[src/tmr_pkg.sv]
// **********************************************
// **********************************************
package tmr_pkg;
    localparam int CNT_W = 10;
    localparam int PER_LSB = 7; // period compares bits 9..7
    // register byte offsets
    localparam logic [7:0] OFS_CTRL0 = 8'h00;
    localparam logic [7:0] OFS_CTRL1 = 8'h04;
    localparam logic [7:0] OFS_CMPA = 8'h08;
    localparam logic [7:0] OFS_COUNT = 8'h0c;
    localparam logic [7:0] CTRL_RESET = 8'h00;
    localparam logic [9:0] CMPA_RESET = 10'h000;
    localparam logic COUNT_UP = 1'b0;
    // prescaler terminal counts
    localparam logic [1:0] SYS_DIV_LAST = 2'h3;
    localparam logic [3:0] HIGH16_LAST = 4'hf;
    localparam logic [5:0] HIGH64_LAST = 6'h3f;
    // pin function codes per mode
    localparam logic [1:0] PF_KEEP = 2'h0;
    localparam logic [1:0] PF_LOW = 2'h1;
    localparam logic [1:0] PF_HIGH = 2'h2;
    localparam logic [1:0] PF_TOGGLE = 2'h3;
    localparam logic [1:0] PF_INACTIVE = 2'h0;
    localparam logic [1:0] PF_ACTIVE = 2'h1;
    localparam logic [1:0] PF_PWM = 2'h2;
    localparam logic [1:0] PF_SINGLE = 2'h3;
    localparam logic [1:0] CAP_RISE = 2'h0;
    localparam logic [1:0] CAP_FALL = 2'h1;
    localparam logic [1:0] CAP_BOTH = 2'h2;

    typedef enum logic [2:0] {
        CLK_SYS_DIV4, CLK_SYS, CLK_HIGH_DIV16, CLK_HIGH_DIV64,
        CLK_TIME_BASE, CLK_RSVD, CLK_PIN_RISE, CLK_PIN_FALL
    } clk_sel_e;

    typedef enum logic [1:0] {
        MODE_CMP_OUT, MODE_CAPTURE, MODE_PWM, MODE_TIMER
    } cha_mode_e;

    typedef struct packed {
        logic pause;
        clk_sel_e clk_sel;
        logic run;
        logic [2:0] period;
    } ctrl0_s;

    typedef struct packed {
        cha_mode_e mode;
        logic [1:0] pin_fn;
        logic init_lvl;
        logic polarity;
        logic count_dir;
        logic clr_sel;
    } ctrl1_s;
endpackage : tmr_pkg
[src/tmr_cha_ctrl.sv]
// The register addresses and the APB slave port are this design's own decisions.
`timescale 1ns/1ps
module tmr_cha_ctrl (
    input wire logic i_core_clk,
    input wire logic i_rstn,
    input wire logic i_psel,
    input wire logic i_penable,
    input wire logic i_pwrite,
    input wire logic [7:0] i_paddr,
    input wire logic [31:0] i_pwdata,
    output logic [31:0] o_prdata,
    output logic o_pready,
    output logic o_pslverr,
    input wire logic i_high_clk_tick,
    input wire logic i_time_base_tick,
    input wire logic i_ext_counter_clock_pin,
    input wire logic i_channel_a_pin,
    output logic o_channel_a_pin,
    output logic o_channel_a_pin_oe_n,
    output logic o_compare_match,
    output logic o_period_match,
    output logic o_capture_strobe,
    output logic [9:0] o_count
);

    // **********************************************
    // declarations
    // **********************************************
    tmr_pkg::ctrl0_s ctrl0_r;
    tmr_pkg::ctrl1_s ctrl1_r;
    logic [9:0] cmpa_r;
    logic [9:0] cnt_r;
    logic [9:0] cnt_nxt;
    logic [9:0] cnt_inc;
    logic run_d_r;
    logic [1:0] sys_div_r;
    logic [5:0] high_div_r;
    logic ext_d_r;
    logic pin_d_r;
    logic lvl_r;
    logic pulse_r;
    logic cnt_tick;
    logic start;
    logic adv;
    logic per_hit;
    logic a_hit;
    logic use_a;
    logic cap_evt;
    logic pin_raw;
    logic drive;
    logic bus_wr;
    logic bus_rd;

    // address decode, used only by the error answer; the read mux has its own case
    function automatic logic mapped(input logic [7:0] a);
        mapped = (a == tmr_pkg::OFS_CTRL0) || (a == tmr_pkg::OFS_CTRL1) ||
                 (a == tmr_pkg::OFS_CMPA) || (a == tmr_pkg::OFS_COUNT);
    endfunction : mapped

    // **********************************************
    // apb slave
    // **********************************************
    // zero wait states: every access completes in its first access cycle
    assign o_pready = 1'b1;
    assign o_pslverr = i_psel && i_penable && !mapped(i_paddr);
    assign bus_wr = i_psel && i_penable && i_pwrite;
    assign bus_rd = i_psel && !i_penable && !i_pwrite;

    // read data captured in setup so it stands through the access cycle
    always_ff @(posedge i_core_clk) begin
        if (!i_rstn) begin
            o_prdata <= 32'h0;
        end else if (bus_rd) begin
            unique case (i_paddr)
                tmr_pkg::OFS_CTRL0: o_prdata <= {24'h0, ctrl0_r};
                tmr_pkg::OFS_CTRL1: o_prdata <= {24'h0, ctrl1_r};
                tmr_pkg::OFS_CMPA: o_prdata <= {22'h0, cmpa_r};
                tmr_pkg::OFS_COUNT: o_prdata <= {22'h0, cnt_r};
                default: o_prdata <= 32'h0;
            endcase
        end
    end

    // control registers; direction flag ignores writes
    always_ff @(posedge i_core_clk) begin
        if (!i_rstn) begin
            ctrl0_r <= tmr_pkg::ctrl0_s'(tmr_pkg::CTRL_RESET);
            ctrl1_r <= tmr_pkg::ctrl1_s'(tmr_pkg::CTRL_RESET);
        end else if (bus_wr && i_paddr == tmr_pkg::OFS_CTRL0) begin
            ctrl0_r <= tmr_pkg::ctrl0_s'(i_pwdata[7:0]);
        end else if (bus_wr && i_paddr == tmr_pkg::OFS_CTRL1) begin
            ctrl1_r <= tmr_pkg::ctrl1_s'({i_pwdata[7:2], tmr_pkg::COUNT_UP, i_pwdata[0]});
        end
    end

    // compare A value; a capture overwrites it and wins over a write
    always_ff @(posedge i_core_clk) begin
        if (!i_rstn) begin
            cmpa_r <= tmr_pkg::CMPA_RESET;
        end else if (cap_evt) begin
            cmpa_r <= cnt_r;
        end else if (bus_wr && i_paddr == tmr_pkg::OFS_CMPA) begin
            cmpa_r <= i_pwdata[9:0];
        end
    end

    // **********************************************
    // counter clock selection
    // **********************************************
    // fixed divide of the core clock and of the high clock tick
    always_ff @(posedge i_core_clk) begin
        if (!i_rstn) begin
            sys_div_r <= 2'h0;
            high_div_r <= 6'h0;
        end else begin
            sys_div_r <= sys_div_r + 2'h1;
            if (i_high_clk_tick) begin
                high_div_r <= high_div_r + 6'h1;
            end
        end
    end

    // pin samples kept for edge detection; pins are already synchronous
    always_ff @(posedge i_core_clk) begin
        if (!i_rstn) begin
            ext_d_r <= 1'b0;
            pin_d_r <= 1'b0;
        end else begin
            ext_d_r <= i_ext_counter_clock_pin;
            pin_d_r <= i_channel_a_pin;
        end
    end

    // one tick per active edge of the chosen source
    always_comb begin
        unique case (ctrl0_r.clk_sel)
            tmr_pkg::CLK_SYS_DIV4: cnt_tick = sys_div_r == tmr_pkg::SYS_DIV_LAST;
            tmr_pkg::CLK_SYS: cnt_tick = 1'b1;
            tmr_pkg::CLK_HIGH_DIV16: cnt_tick = i_high_clk_tick && high_div_r[3:0] == tmr_pkg::HIGH16_LAST;
            tmr_pkg::CLK_HIGH_DIV64: cnt_tick = i_high_clk_tick && high_div_r == tmr_pkg::HIGH64_LAST;
            tmr_pkg::CLK_TIME_BASE: cnt_tick = i_time_base_tick;
            tmr_pkg::CLK_RSVD: cnt_tick = 1'b0;
            tmr_pkg::CLK_PIN_RISE: cnt_tick = i_ext_counter_clock_pin && !ext_d_r;
            tmr_pkg::CLK_PIN_FALL: cnt_tick = !i_ext_counter_clock_pin && ext_d_r;
        endcase
    end

    // **********************************************
    // counter and comparators
    // **********************************************
    // run edge seen one cycle after the register write
    always_ff @(posedge i_core_clk) begin
        if (!i_rstn) begin
            run_d_r <= 1'b0;
        end else begin
            run_d_r <= ctrl0_r.run;
        end
    end

    assign start = ctrl0_r.run && !run_d_r;
    assign adv = ctrl0_r.run && !ctrl0_r.pause && cnt_tick && !start;
    assign cnt_inc = cnt_r + 10'h1;
    // period zero gives a target of zero, which is the natural wrap
    assign per_hit = cnt_inc == {ctrl0_r.period, 7'h0};
    assign a_hit = cnt_inc == cmpa_r;
    // clear source only honoured in compare output and timer modes
    assign use_a = ctrl1_r.clr_sel && (ctrl1_r.mode == tmr_pkg::MODE_CMP_OUT ||
                                       ctrl1_r.mode == tmr_pkg::MODE_TIMER);

    // next count: start clear first, then match clear, else increment
    always_comb begin
        cnt_nxt = cnt_r;
        if (start) begin
            cnt_nxt = 10'h0;
        end else if (adv) begin
            if (use_a ? a_hit : per_hit) begin
                cnt_nxt = 10'h0;
            end else begin
                cnt_nxt = cnt_inc;
            end
        end
    end

    always_ff @(posedge i_core_clk) begin
        if (!i_rstn) begin
            cnt_r <= 10'h0;
        end else begin
            cnt_r <= cnt_nxt;
        end
    end

    // match events as pulses for the interrupt logic elsewhere
    always_ff @(posedge i_core_clk) begin
        if (!i_rstn) begin
            o_compare_match <= 1'b0;
            o_period_match <= 1'b0;
        end else begin
            o_compare_match <= adv && a_hit;
            o_period_match <= adv && per_hit;
        end
    end

    // **********************************************
    // capture input
    // **********************************************
    // only while running; code three disables capture altogether
    always_comb begin
        cap_evt = 1'b0;
        if (ctrl0_r.run && ctrl1_r.mode == tmr_pkg::MODE_CAPTURE) begin
            unique case (ctrl1_r.pin_fn)
                tmr_pkg::CAP_RISE: cap_evt = i_channel_a_pin && !pin_d_r;
                tmr_pkg::CAP_FALL: cap_evt = !i_channel_a_pin && pin_d_r;
                tmr_pkg::CAP_BOTH: cap_evt = i_channel_a_pin != pin_d_r;
                default: cap_evt = 1'b0;
            endcase
        end
    end

    always_ff @(posedge i_core_clk) begin
        if (!i_rstn) begin
            o_capture_strobe <= 1'b0;
        end else begin
            o_capture_strobe <= cap_evt;
        end
    end

    // **********************************************
    // channel A output
    // **********************************************
    // compare output level; a request equal to the initial level does nothing
    always_ff @(posedge i_core_clk) begin
        if (!i_rstn) begin
            lvl_r <= 1'b0;
        end else if (ctrl1_r.mode == tmr_pkg::MODE_CMP_OUT) begin
            if (start) begin
                lvl_r <= ctrl1_r.init_lvl;
            end else if (adv && a_hit) begin
                unique case (ctrl1_r.pin_fn)
                    tmr_pkg::PF_KEEP: lvl_r <= lvl_r;
                    tmr_pkg::PF_LOW: lvl_r <= ctrl1_r.init_lvl ? 1'b0 : lvl_r;
                    tmr_pkg::PF_HIGH: lvl_r <= ctrl1_r.init_lvl ? lvl_r : 1'b1;
                    tmr_pkg::PF_TOGGLE: lvl_r <= !lvl_r;
                endcase
            end
        end
    end

    // single pulse window: from start until the compare A match
    always_ff @(posedge i_core_clk) begin
        if (!i_rstn) begin
            pulse_r <= 1'b0;
        end else if (start) begin
            pulse_r <= 1'b1;
        end else if (adv && a_hit) begin
            pulse_r <= 1'b0;
        end
    end

    // pwm active state expressed through the initial-level bit
    always_comb begin
        pin_raw = 1'b0;
        drive = 1'b0;
        unique case (ctrl1_r.mode)
            tmr_pkg::MODE_CMP_OUT: begin
                pin_raw = lvl_r;
                drive = 1'b1;
            end
            tmr_pkg::MODE_PWM: begin
                drive = 1'b1;
                unique case (ctrl1_r.pin_fn)
                    tmr_pkg::PF_INACTIVE: pin_raw = !ctrl1_r.init_lvl;
                    tmr_pkg::PF_ACTIVE: pin_raw = ctrl1_r.init_lvl;
                    // xnor with the level bit: active high passes the window, active low inverts it
                    tmr_pkg::PF_PWM: pin_raw = (cnt_r < cmpa_r) ~^ ctrl1_r.init_lvl;
                    tmr_pkg::PF_SINGLE: pin_raw = pulse_r ~^ ctrl1_r.init_lvl;
                endcase
            end
            tmr_pkg::MODE_CAPTURE: drive = 1'b0;
            tmr_pkg::MODE_TIMER: drive = 1'b0;
        endcase
    end

    // registered pin; released (enable high) whenever not driving
    always_ff @(posedge i_core_clk) begin
        if (!i_rstn) begin
            o_channel_a_pin <= 1'b0;
            o_channel_a_pin_oe_n <= 1'b1;
        end else begin
            o_channel_a_pin <= drive && (pin_raw ^ ctrl1_r.polarity);
            o_channel_a_pin_oe_n <= !drive;
        end
    end

    always_ff @(posedge i_core_clk) begin
        if (!i_rstn) begin
            o_count <= 10'h0;
        end else begin
            o_count <= cnt_nxt;
        end
    end
endmodule : tmr_cha_ctrl

[config.mk]
export PLATFORM = sky130hd
export DESIGN_NAME = tmr_cha_ctrl
export DESIGN_NICKNAME = d
export VERILOG_FILES = /design/src/tmr_pkg.sv /design/src/tmr_cha_ctrl.sv
export SDC_FILE = /design/constraint.sdc
export NUM_CORES = 1
export LEC_CHECK = 0
export BUFFER_PORTS_ARGS = -buffer_cell sky130_fd_sc_hd__buf_2
export CORE_MARGIN = 4
export CORE_UTILIZATION = 45
export DETAILED_ROUTE_END_ITERATION = 6
export PLACE_DENSITY = 0.69
export SYNTH_ARGS = -nofsm -noshare
export SYNTH_HDL_FRONTEND = slang
export SYNTH_SLANG_ARGS = --single-unit
[constraint.sdc]
create_clock -name i_core_clk -period 5.56 [get_ports i_core_clk]
set_input_delay 1.112 -clock i_core_clk [delete_from_list [all_inputs] [get_ports i_core_clk]]
set_output_delay 1.112 -clock i_core_clk [all_outputs]
set_load 0.05 [all_outputs]
After elaboration in Yosys (flattened, before gate mapping)
Index checks and enable logic that the tools add are counted.
W data, S select, Z words.
{ "word_totals": {"reg_bits": 85, "inputBits": 49, "out_inout_bits": 49, "elab_cells": 127} }
{ "classes": {"n_addsub": 3, "order_cmp": 1, "eq_ne": 25, "muxes": 18, "bitwise": 5, "n_reduce_logical": 51} }
{ "op_table": {"columns": ["cell", "n"], "rows": [
  ["$pmux W10 S4", 1],
  ["$mux W10", 3],
  ["$logic_and A1 B1 Y1", 23],
  ["$eq A10 B10 Y1", 2],
  ["$eq A8 B4 Y1 const B", 2],
  ["$logic_not A1 Y1", 13],
  ["$eq A3 B3 Y1 const B", 4],
  ["$add A10 B1 Y10 const B", 1],
  ["$eq A2 B2 Y1 const B", 5],
  ["$lt A10 B10 Y1", 1],
  ["$eq A8 B3 Y1 const B", 1],
  ["$logic_not A8 Y1", 1],
  ["$mux W1", 8],
  ["$pmux W1 S8", 1],
  ["$add A6 B1 Y6 const B", 1],
  ["$eq A3 B2 Y1 const B", 2],
  ["$eq A6 B6 Y1 const B", 1],
  ["$ne A3 B3 Y1 const B", 2],
  ["$pmux W1 S3", 2],
  ["$reduce_or A2 Y1", 3],
  ["$reduce_and A5 Y1", 1],
  ["$eq A2 B1 Y1 const B", 2],
  ["$eq A4 B4 Y1 const B", 1],
  ["$logic_not A2 Y1", 2],
  ["other kinds (13)", 20]
]} }

Depth between registers and ports, before layout
Gate-level depths: netlist of the first run.
{ "depth": {"ltp_word": 8, "ltp_mapped": 10, "mapped_depth_nobuf": 9} }

Worst setup path after synthesis of the first run
OpenSTA, ideal clock, no wires.
{ "synth_timing": {"path_type": "register to register", "startpoint": "register, netlist name o_count[1]", "endpoint": "register o_count[9]", "setup_time_ns": 0.118, "t_arrival_ns": 2.829, "required_time_ns": 5.442, "path_slack_ns": 2.613, "stages_incl_launch_ff": 11, "synth_period_minus_slack_ns": 2.947, "cell_sequence": "dfxtp_1 > ha_1 > buf_2 > xor3_1 > or3_1 > a2111oi_2 > nand4_1 > or4_1 > buf_2 > a21oi_1 > o2bb2ai_1"} }
{ "synth_rtl": {"columns": ["item", "line_no", "text"], "rows": [
  ["to (signal assigned)", "tmr_cha_ctrl.sv:298", "o_count <= cnt_nxt;"],
  ["to (decl)", "tmr_cha_ctrl.sv:23", "output logic [9:0] o_count"]
]} }

Final worst setup path of the first run
{ "layout_timing": {"startpoint": "input port i_high_clk_tick", "endpoint": "register o_count[0]"} }
{ "layout_between": {"elab_chain_len": 4} }
{ "layout_rtl": {"columns": ["item", "line_no", "text"], "rows": [
  ["from (decl)", "tmr_cha_ctrl.sv:14", "input wire logic i_high_clk_tick,"],
  ["$logic_and A1 B1 Y1, on equally long branches", "tmr_cha_ctrl.sv:140, tmr_cha_ctrl.sv:139", null],
  ["$pmux W1 S8 *", "tmr_cha_ctrl.sv:136", "unique case (ctrl0_r.clk_sel)"],
  ["$logic_and A1 B1 Y1 * (2 in a row)", "tmr_cha_ctrl.sv:161", "assign adv = ctrl0_r.run && !ctrl0_r.pause && cnt_tick && !start;"]
]} }
Every way passes the cells marked *; elsewhere a longest branch is shown, timed or not.
A chain may end at the register's enable or synchronous reset.

==> run metrics, run 1 <==
Diodes inserted=0; worst hold path type=flip-flop to flip-flop; Synth Area in Simple Gates=between 20 and 25%; grt met3 use=under 10%; Post-Syn Area per Cell=8.54 um2; Placement Cell Area=~0.004 mm2; GR Layer Usage met2=between 30% and 40%; Top Family by Delay on Critical Path=simple AND/OR/NAND/NOR gates; Post-DP HPWL=between 7000 and 8000 um; die area=between 0.01 and 0.015 mm2; Initial Util=between 40% and 50%; largest cells by area after synthesis=dfxtp_1, ha_1, mux2i_1; Die W=roughly 100 um; Crit Path Max Fanout=11; hold-fix buffer count after cts=0; fin util=51.7%; GP Congestion=roughly 0.85; P_sw=between 200 and 300 uW; vias per cell=~5.6; crit end category=flip-flop; drt total wl=roughly 9500 um; Cell Area, Synth=0.00385 mm2; CP arrival=3480 ps; M1 GR Usage=25.5%; busiest grt layer=met2; Routed Antenna Nets=0; worst-path cell chain=buf_2, nand4_1, a221oi_1, o2111ai_1, or2_2, nor3_1, mux2_2; Seq pwr share=a little under half; share of cells above drive strength 1=between 10% and 20%; Internal Power=~690 uW; proportion of synthesized area in mux cells=a little over a tenth; Die Ht=roughly 100 um; required time of the critical path=between 5000 and 6000 ps; commonest register cell after synthesis=dfxtp_1; worst-margin pin slew=891 ps; Synth top cells by count=dfxtp_1, nor2_1, nand2_1, a21oi_1; Synth area leader=dfxtp_1; fin crit share=between 50% and 60%; Clk pin slew, worst setup/hold paths=roughly 80 ps; via count=approximately 3,300; num rows=33; Cell Pwr Density=224 mW/mm2; vias in the first global route=about 3,200; Fmax achieved=approximately 310 MHz; register bit total from synthesis=between 60 and 70; initial antenna violation count=0; post-synthesis adder-cell area fraction=just over 6%; Clock Root Buffer=clkbuf_8; Hold WS=between 400 and 500 ps; first-pass GRT wire length=between 15,000 and 20,000 um; Comb pwr share=slightly above 8%; slowest stage cell, crit path=nor3_1; total grt overflow=0; drt first pass iters=4; Max Slew Vio Count=0; number of port buffers=52; Cells after Synth=~450; worst skew pair latency=~350 ps; All-Layer GR Usage=19.7%; async set or reset register ratio after synthesis=0%; CTS tree=yes; CP Launch Type=input pin; leak pwr=1.84 nW; Post-CTS Resized=0; Setup Viol. Count Final=0; WS Path Type=input pin to flip-flop; Area Overhead vs Synth=10.8%; clk buf depth=2; Ys Warns=0; max-cap viol count=0; post-synthesis compound-gate area fraction=between 10% and 20%; RSZ-0062 raised after global routing=no; Net Sw Frac=27.3%; TritonCTS Buffers=9; Post-CTS Setup Bufs=0; count of different cell masters after synthesis=59; fin area=roughly 0.0043 mm2; Post-Route Setup TNS=0 ps; XOR/XNOR share of the synthesized area=around 4.7%; Post-synth EDFFs=0; Final min period=roughly 3200 ps; largest net degree at the start of global routing=30; initial DRC count=approximately 180; area of the core=0.00826 mm2; Max transition margin=around 41%; final hold violation count=0; area share of the largest cell type after synthesis=32.8%; VDD IR max=approximately 110 uV; # clock sinks=between 60 and 70; H-Tree Depth=3; Clock Skews=around 16 ps; register area share after synthesis=32.8%; WP buf/inv=1; clock share of power=around 44%; outcome=completed; routed len/inst=about 16 um; NumNets Final=556; Top Ports=between 90 and 100; top-count cell post-synth=dfxtp_1; main combinational cell family by area after synthesis=simple AND/OR/NAND/NOR gates; slowest stage delay, CP=between 500 and 600 ps; DR DRC count=0
==> cell type report <==
cell class / count / area (um2)
well taps: 105 / 131
fillers: 793 / 3990
multi-input cells: 341 / 2320
inverters: 18 / 67.6
flip-flops and latches: 63 / 1260
repair buffers: 55 / 283
clock buffers: 10 / 138
clock inverters: 6 / 68.8
==> layer usage <==
metal | wire length, um | part of all wire [%] | up-vias
li1 | - | - | 1654
met1 | 4260 | 45 | 1550
met2 | 4300 | 45 | 117
met3 | 772 | 8.1 | 13
met4 | 178 | 1.9 | 0
met5 | 0 | 0 | -
==> power groups by stage <==
stage	clock network, mW	registers (mW)	logic (mW)
3_5_place_dp	0	0.468	0.0779
2_1_floorplan	0	0.469	0.0705
4_1_cts	0.425	0.457	0.0781
6_report	0.418	0.457	0.0780
5_1_grt	0.451	0.458	0.0850
3_3_place_gp	0	0.468	0.0766
==> flip-flops by register name (all words and copies together), names as in the netlist, 2 cells and up <==
register	flops
high_div_r	6
ctrl1_r	7
sys_div_r	2
o_prdata	10
cmpa_r	10
o_count	10
ctrl0_r	8
==> cell families (layout without fill, tap and decap cells) <==
kind of cell	count (synthesis)	count (layout)
mux	32	32
xor+xnor	19	19
fa+ha+maj	19	19
flops	63	63
simple gates	166	166
other cells	2	23
buf+inv	68	89
compound gates	82	82
==> final timing paths <==
path | from | depth (start not counted) | slack (ps) | end
hold / removal | sys_div_r[0] | 1 | 430 | sys_div_r[0]
setup / recovery | i_high_clk_tick | 7 | 2370 | o_count[0]
setup reg to reg | o_count[1] | 8 | 2490 | o_count[5]
hold reg to reg | sys_div_r[0] | 1 | 430 | sys_div_r[0]
==> metrics by stage <==
step,setup slack (ps),total power [mW],instances
2_1_floorplan,2610,0.539,472
3_3_place_gp,2090,0.544,582
3_5_place_dp,2060,0.546,582
4_1_cts,2420,0.961,598
5_1_grt,2160,0.993,598
6_report,2370,0.954,598
==> cells in the final DEF, fill, tap and decap left out, types with 2 or more instances in the layout <==
cell type and n:
a211oi_1 12, a21oi_1 24, a22o_1 3, a22oi_1 8
a31oi_1 5, and2_1 7, and3_1 5, and4_1 2
and4b_1 4, buf_2 52, buf_4 3, clkbuf_8 10
clkinv_4 2, conb_1 23, dfxtp_1 63, ha_1 19
inv_1 18, mux2_2 2, mux2i_1 23, mux4_2 7
nand2_1 34, nand2b_1 6, nand3_1 15, nand4_1 8
nand4b_1 2, nor2_1 48, nor2b_1 5, nor3_1 9
nor4_1 8, nor4b_1 3, o211a_1 2, o21ai_0 10
o22ai_1 2, or3_1 3, or4_1 3, xnor2_1 10
xor2_1 8
Note: power is estimated with default switching activity, not from simulation.
==> inputs of run 2 (changes only) <==
==> constraint.sdc (replaced) <==
create_clock -name i_core_clk -period 3.1 [get_ports i_core_clk]
set_input_delay 0.62 -clock i_core_clk [delete_from_list [all_inputs] [get_ports i_core_clk]]
set_output_delay 0.62 -clock i_core_clk [all_outputs]
set_load 0.05 [all_outputs]
==> run 2 against run 1 <==
Effect of this change: count of clock-buffer cells in the layout decreased by 1; combinational power grew 85%; sequential power grew 79%; via count up 3.4%; core utilization increased by 1.2 points; final cell count up 1.7%; clock power up 98%; worst hold slack lost 0.59 ps; critical endpoint is now o_count[9]; largest cell class unchanged; largest power group is now clock.
==> run metrics, run 2 (synthesis results as in run 1) <==
Final min period=2800 ps; required time of the critical path=between 3000 and 4000 ps; fin crit share=between 90% and 100%; dpl ws=342 ps; Final Power=about 1.8 mW; Fmax achieved=about 360 MHz; area of the core=about 0.0083 mm2; worst-margin pin slew=615 ps; Setup Viol. Count Final=0; # clock sinks=63; leak pwr=1.90 nW; VDD IR max=between 200 and 250 uV; Max transition margin=around 59%; RSZ-0062 raised after global routing=no; TritonCTS Buffers=9; num rows=33; CTS tree=yes; P_sw=approximately 480 uW; Die W=about 100 um; Diodes inserted=0; initial antenna violation count=0; All-Layer GR Usage=approximately a fifth; Net Sw Frac=26.8%; vias per cell=5.67; Top Ports=98; crit end category=flip-flop; NumNets Final=between 500 and 600; Placement Cell Area=between 0.004 and 0.005 mm2; Area Overhead vs Synth=13.4%; clk buf depth=2; Worst Setup Slack, final=299 ps; routed len/inst=~16 um; Clock Skews=approximately 11 ps; Hold WS=roughly 430 ps; most common cell after layout, fill and taps aside=dfxtp_1; DR DRC count=0; fin util=between 50% and 60%; hold-fix buffer count after cts=0; Clock Root Buffer=clkbuf_8; Clk pin slew, worst setup/hold paths=80 ps; Routed Antenna Nets=0; Die Ht=100 um; max-cap viol count=0; share of cells above drive strength 1=18.5%; Post-CTS Resized=0; fin area=0.00436 mm2; top flop regs=cmpa_r: 10 flops, o_count: 10 flops, o_prdata: 10 flops; Cell Pwr Density=411 mW/mm2; GP Congestion=approximately 0.86; Post-DP HPWL=around 7200 um; drt first pass iters=5; Internal Power=1.31 mW; drt total wl=9790 um; CP Launch Type=flip-flop; outcome=completed; vias in the first global route=between 3,000 and 4,000; Comb pwr share=under 10%; largest net degree at the start of global routing=24; total grt overflow=0; worst hold path type=flip-flop to flip-flop; number of port buffers=52; worst skew pair latency=between 300 and 400 ps; WS Path Type=flip-flop to flip-flop; Max Slew Vio Count=0; Post-Route Setup TNS=0 ps; via count=about 3,400; most frequent cells in the layout=dfxtp_1, buf_2, nor2_1, nand2_1, a21oi_1; Post-CTS Setup Bufs=0; H-Tree Depth=3; die area=0.0101 mm2; clock share of power=roughly 46%; CP arrival=between 3000 and 4000 ps; placed cell count=about 590; Seq pwr share=a little under half; initial DRC count=about 250; Crit Path Max Fanout=14; final hold violation count=0; Initial Util=a little under half; first-pass GRT wire length=between 15,000 and 20,000 um; Final Non-Filler Cells=~610
[run 2: power groups by stage]
stage,Sequential (mW),Clock [mW],Combinational (mW)
floorplan,0.841,0,0.126
CTS,0.820,0.839,0.143
detailed placement,0.839,0,0.142
global route,0.821,0.877,0.154
finish,0.820,0.828,0.144
global placement,0.839,0,0.139
[run 2: final timing paths]
check                                  start  cells past startpoint  slack, ps           end
worst max-delay path              o_count[4]                      7        300    o_count[9]
worst min-delay path            sys_div_r[0]                      1        430  sys_div_r[0]
worst max register to register    o_count[4]                      7        300    o_count[9]
worst min register to register  sys_div_r[0]                      1        430  sys_div_r[0]
[run 2: layer usage]
layer	vias to the layer above	part of all wire (%)	global-route usage, %
li1	1676	-	-
met1	1606	45	26.0
met2	144	44	31.0
met3	22	7.4	4.71
met4	0	3.4	9.02
met5	-	0	0
[run 2: area by class of cell]
type | instances | area [um2]
Tap cell | 105 | 131
Sequential cell | 63 | 1260
Fill cell | 783 | 3890
Clock buffer | 9 | 124
Clock inverter | 7 | 105
Inverter | 18 | 67.6
Timing Repair Buffer | 65 | 358
Multi-Input combinational cell | 341 | 2320
[run 2: critical path, cell delays in order, from the launching register on]
cell and delay [ps]:
dfxtp_1 670, nand4_1 280, nor2_1 350, a21oi_1 130, o211a_1 260, or4_1 720, a21oi_1 210, o2bb2ai_1 80
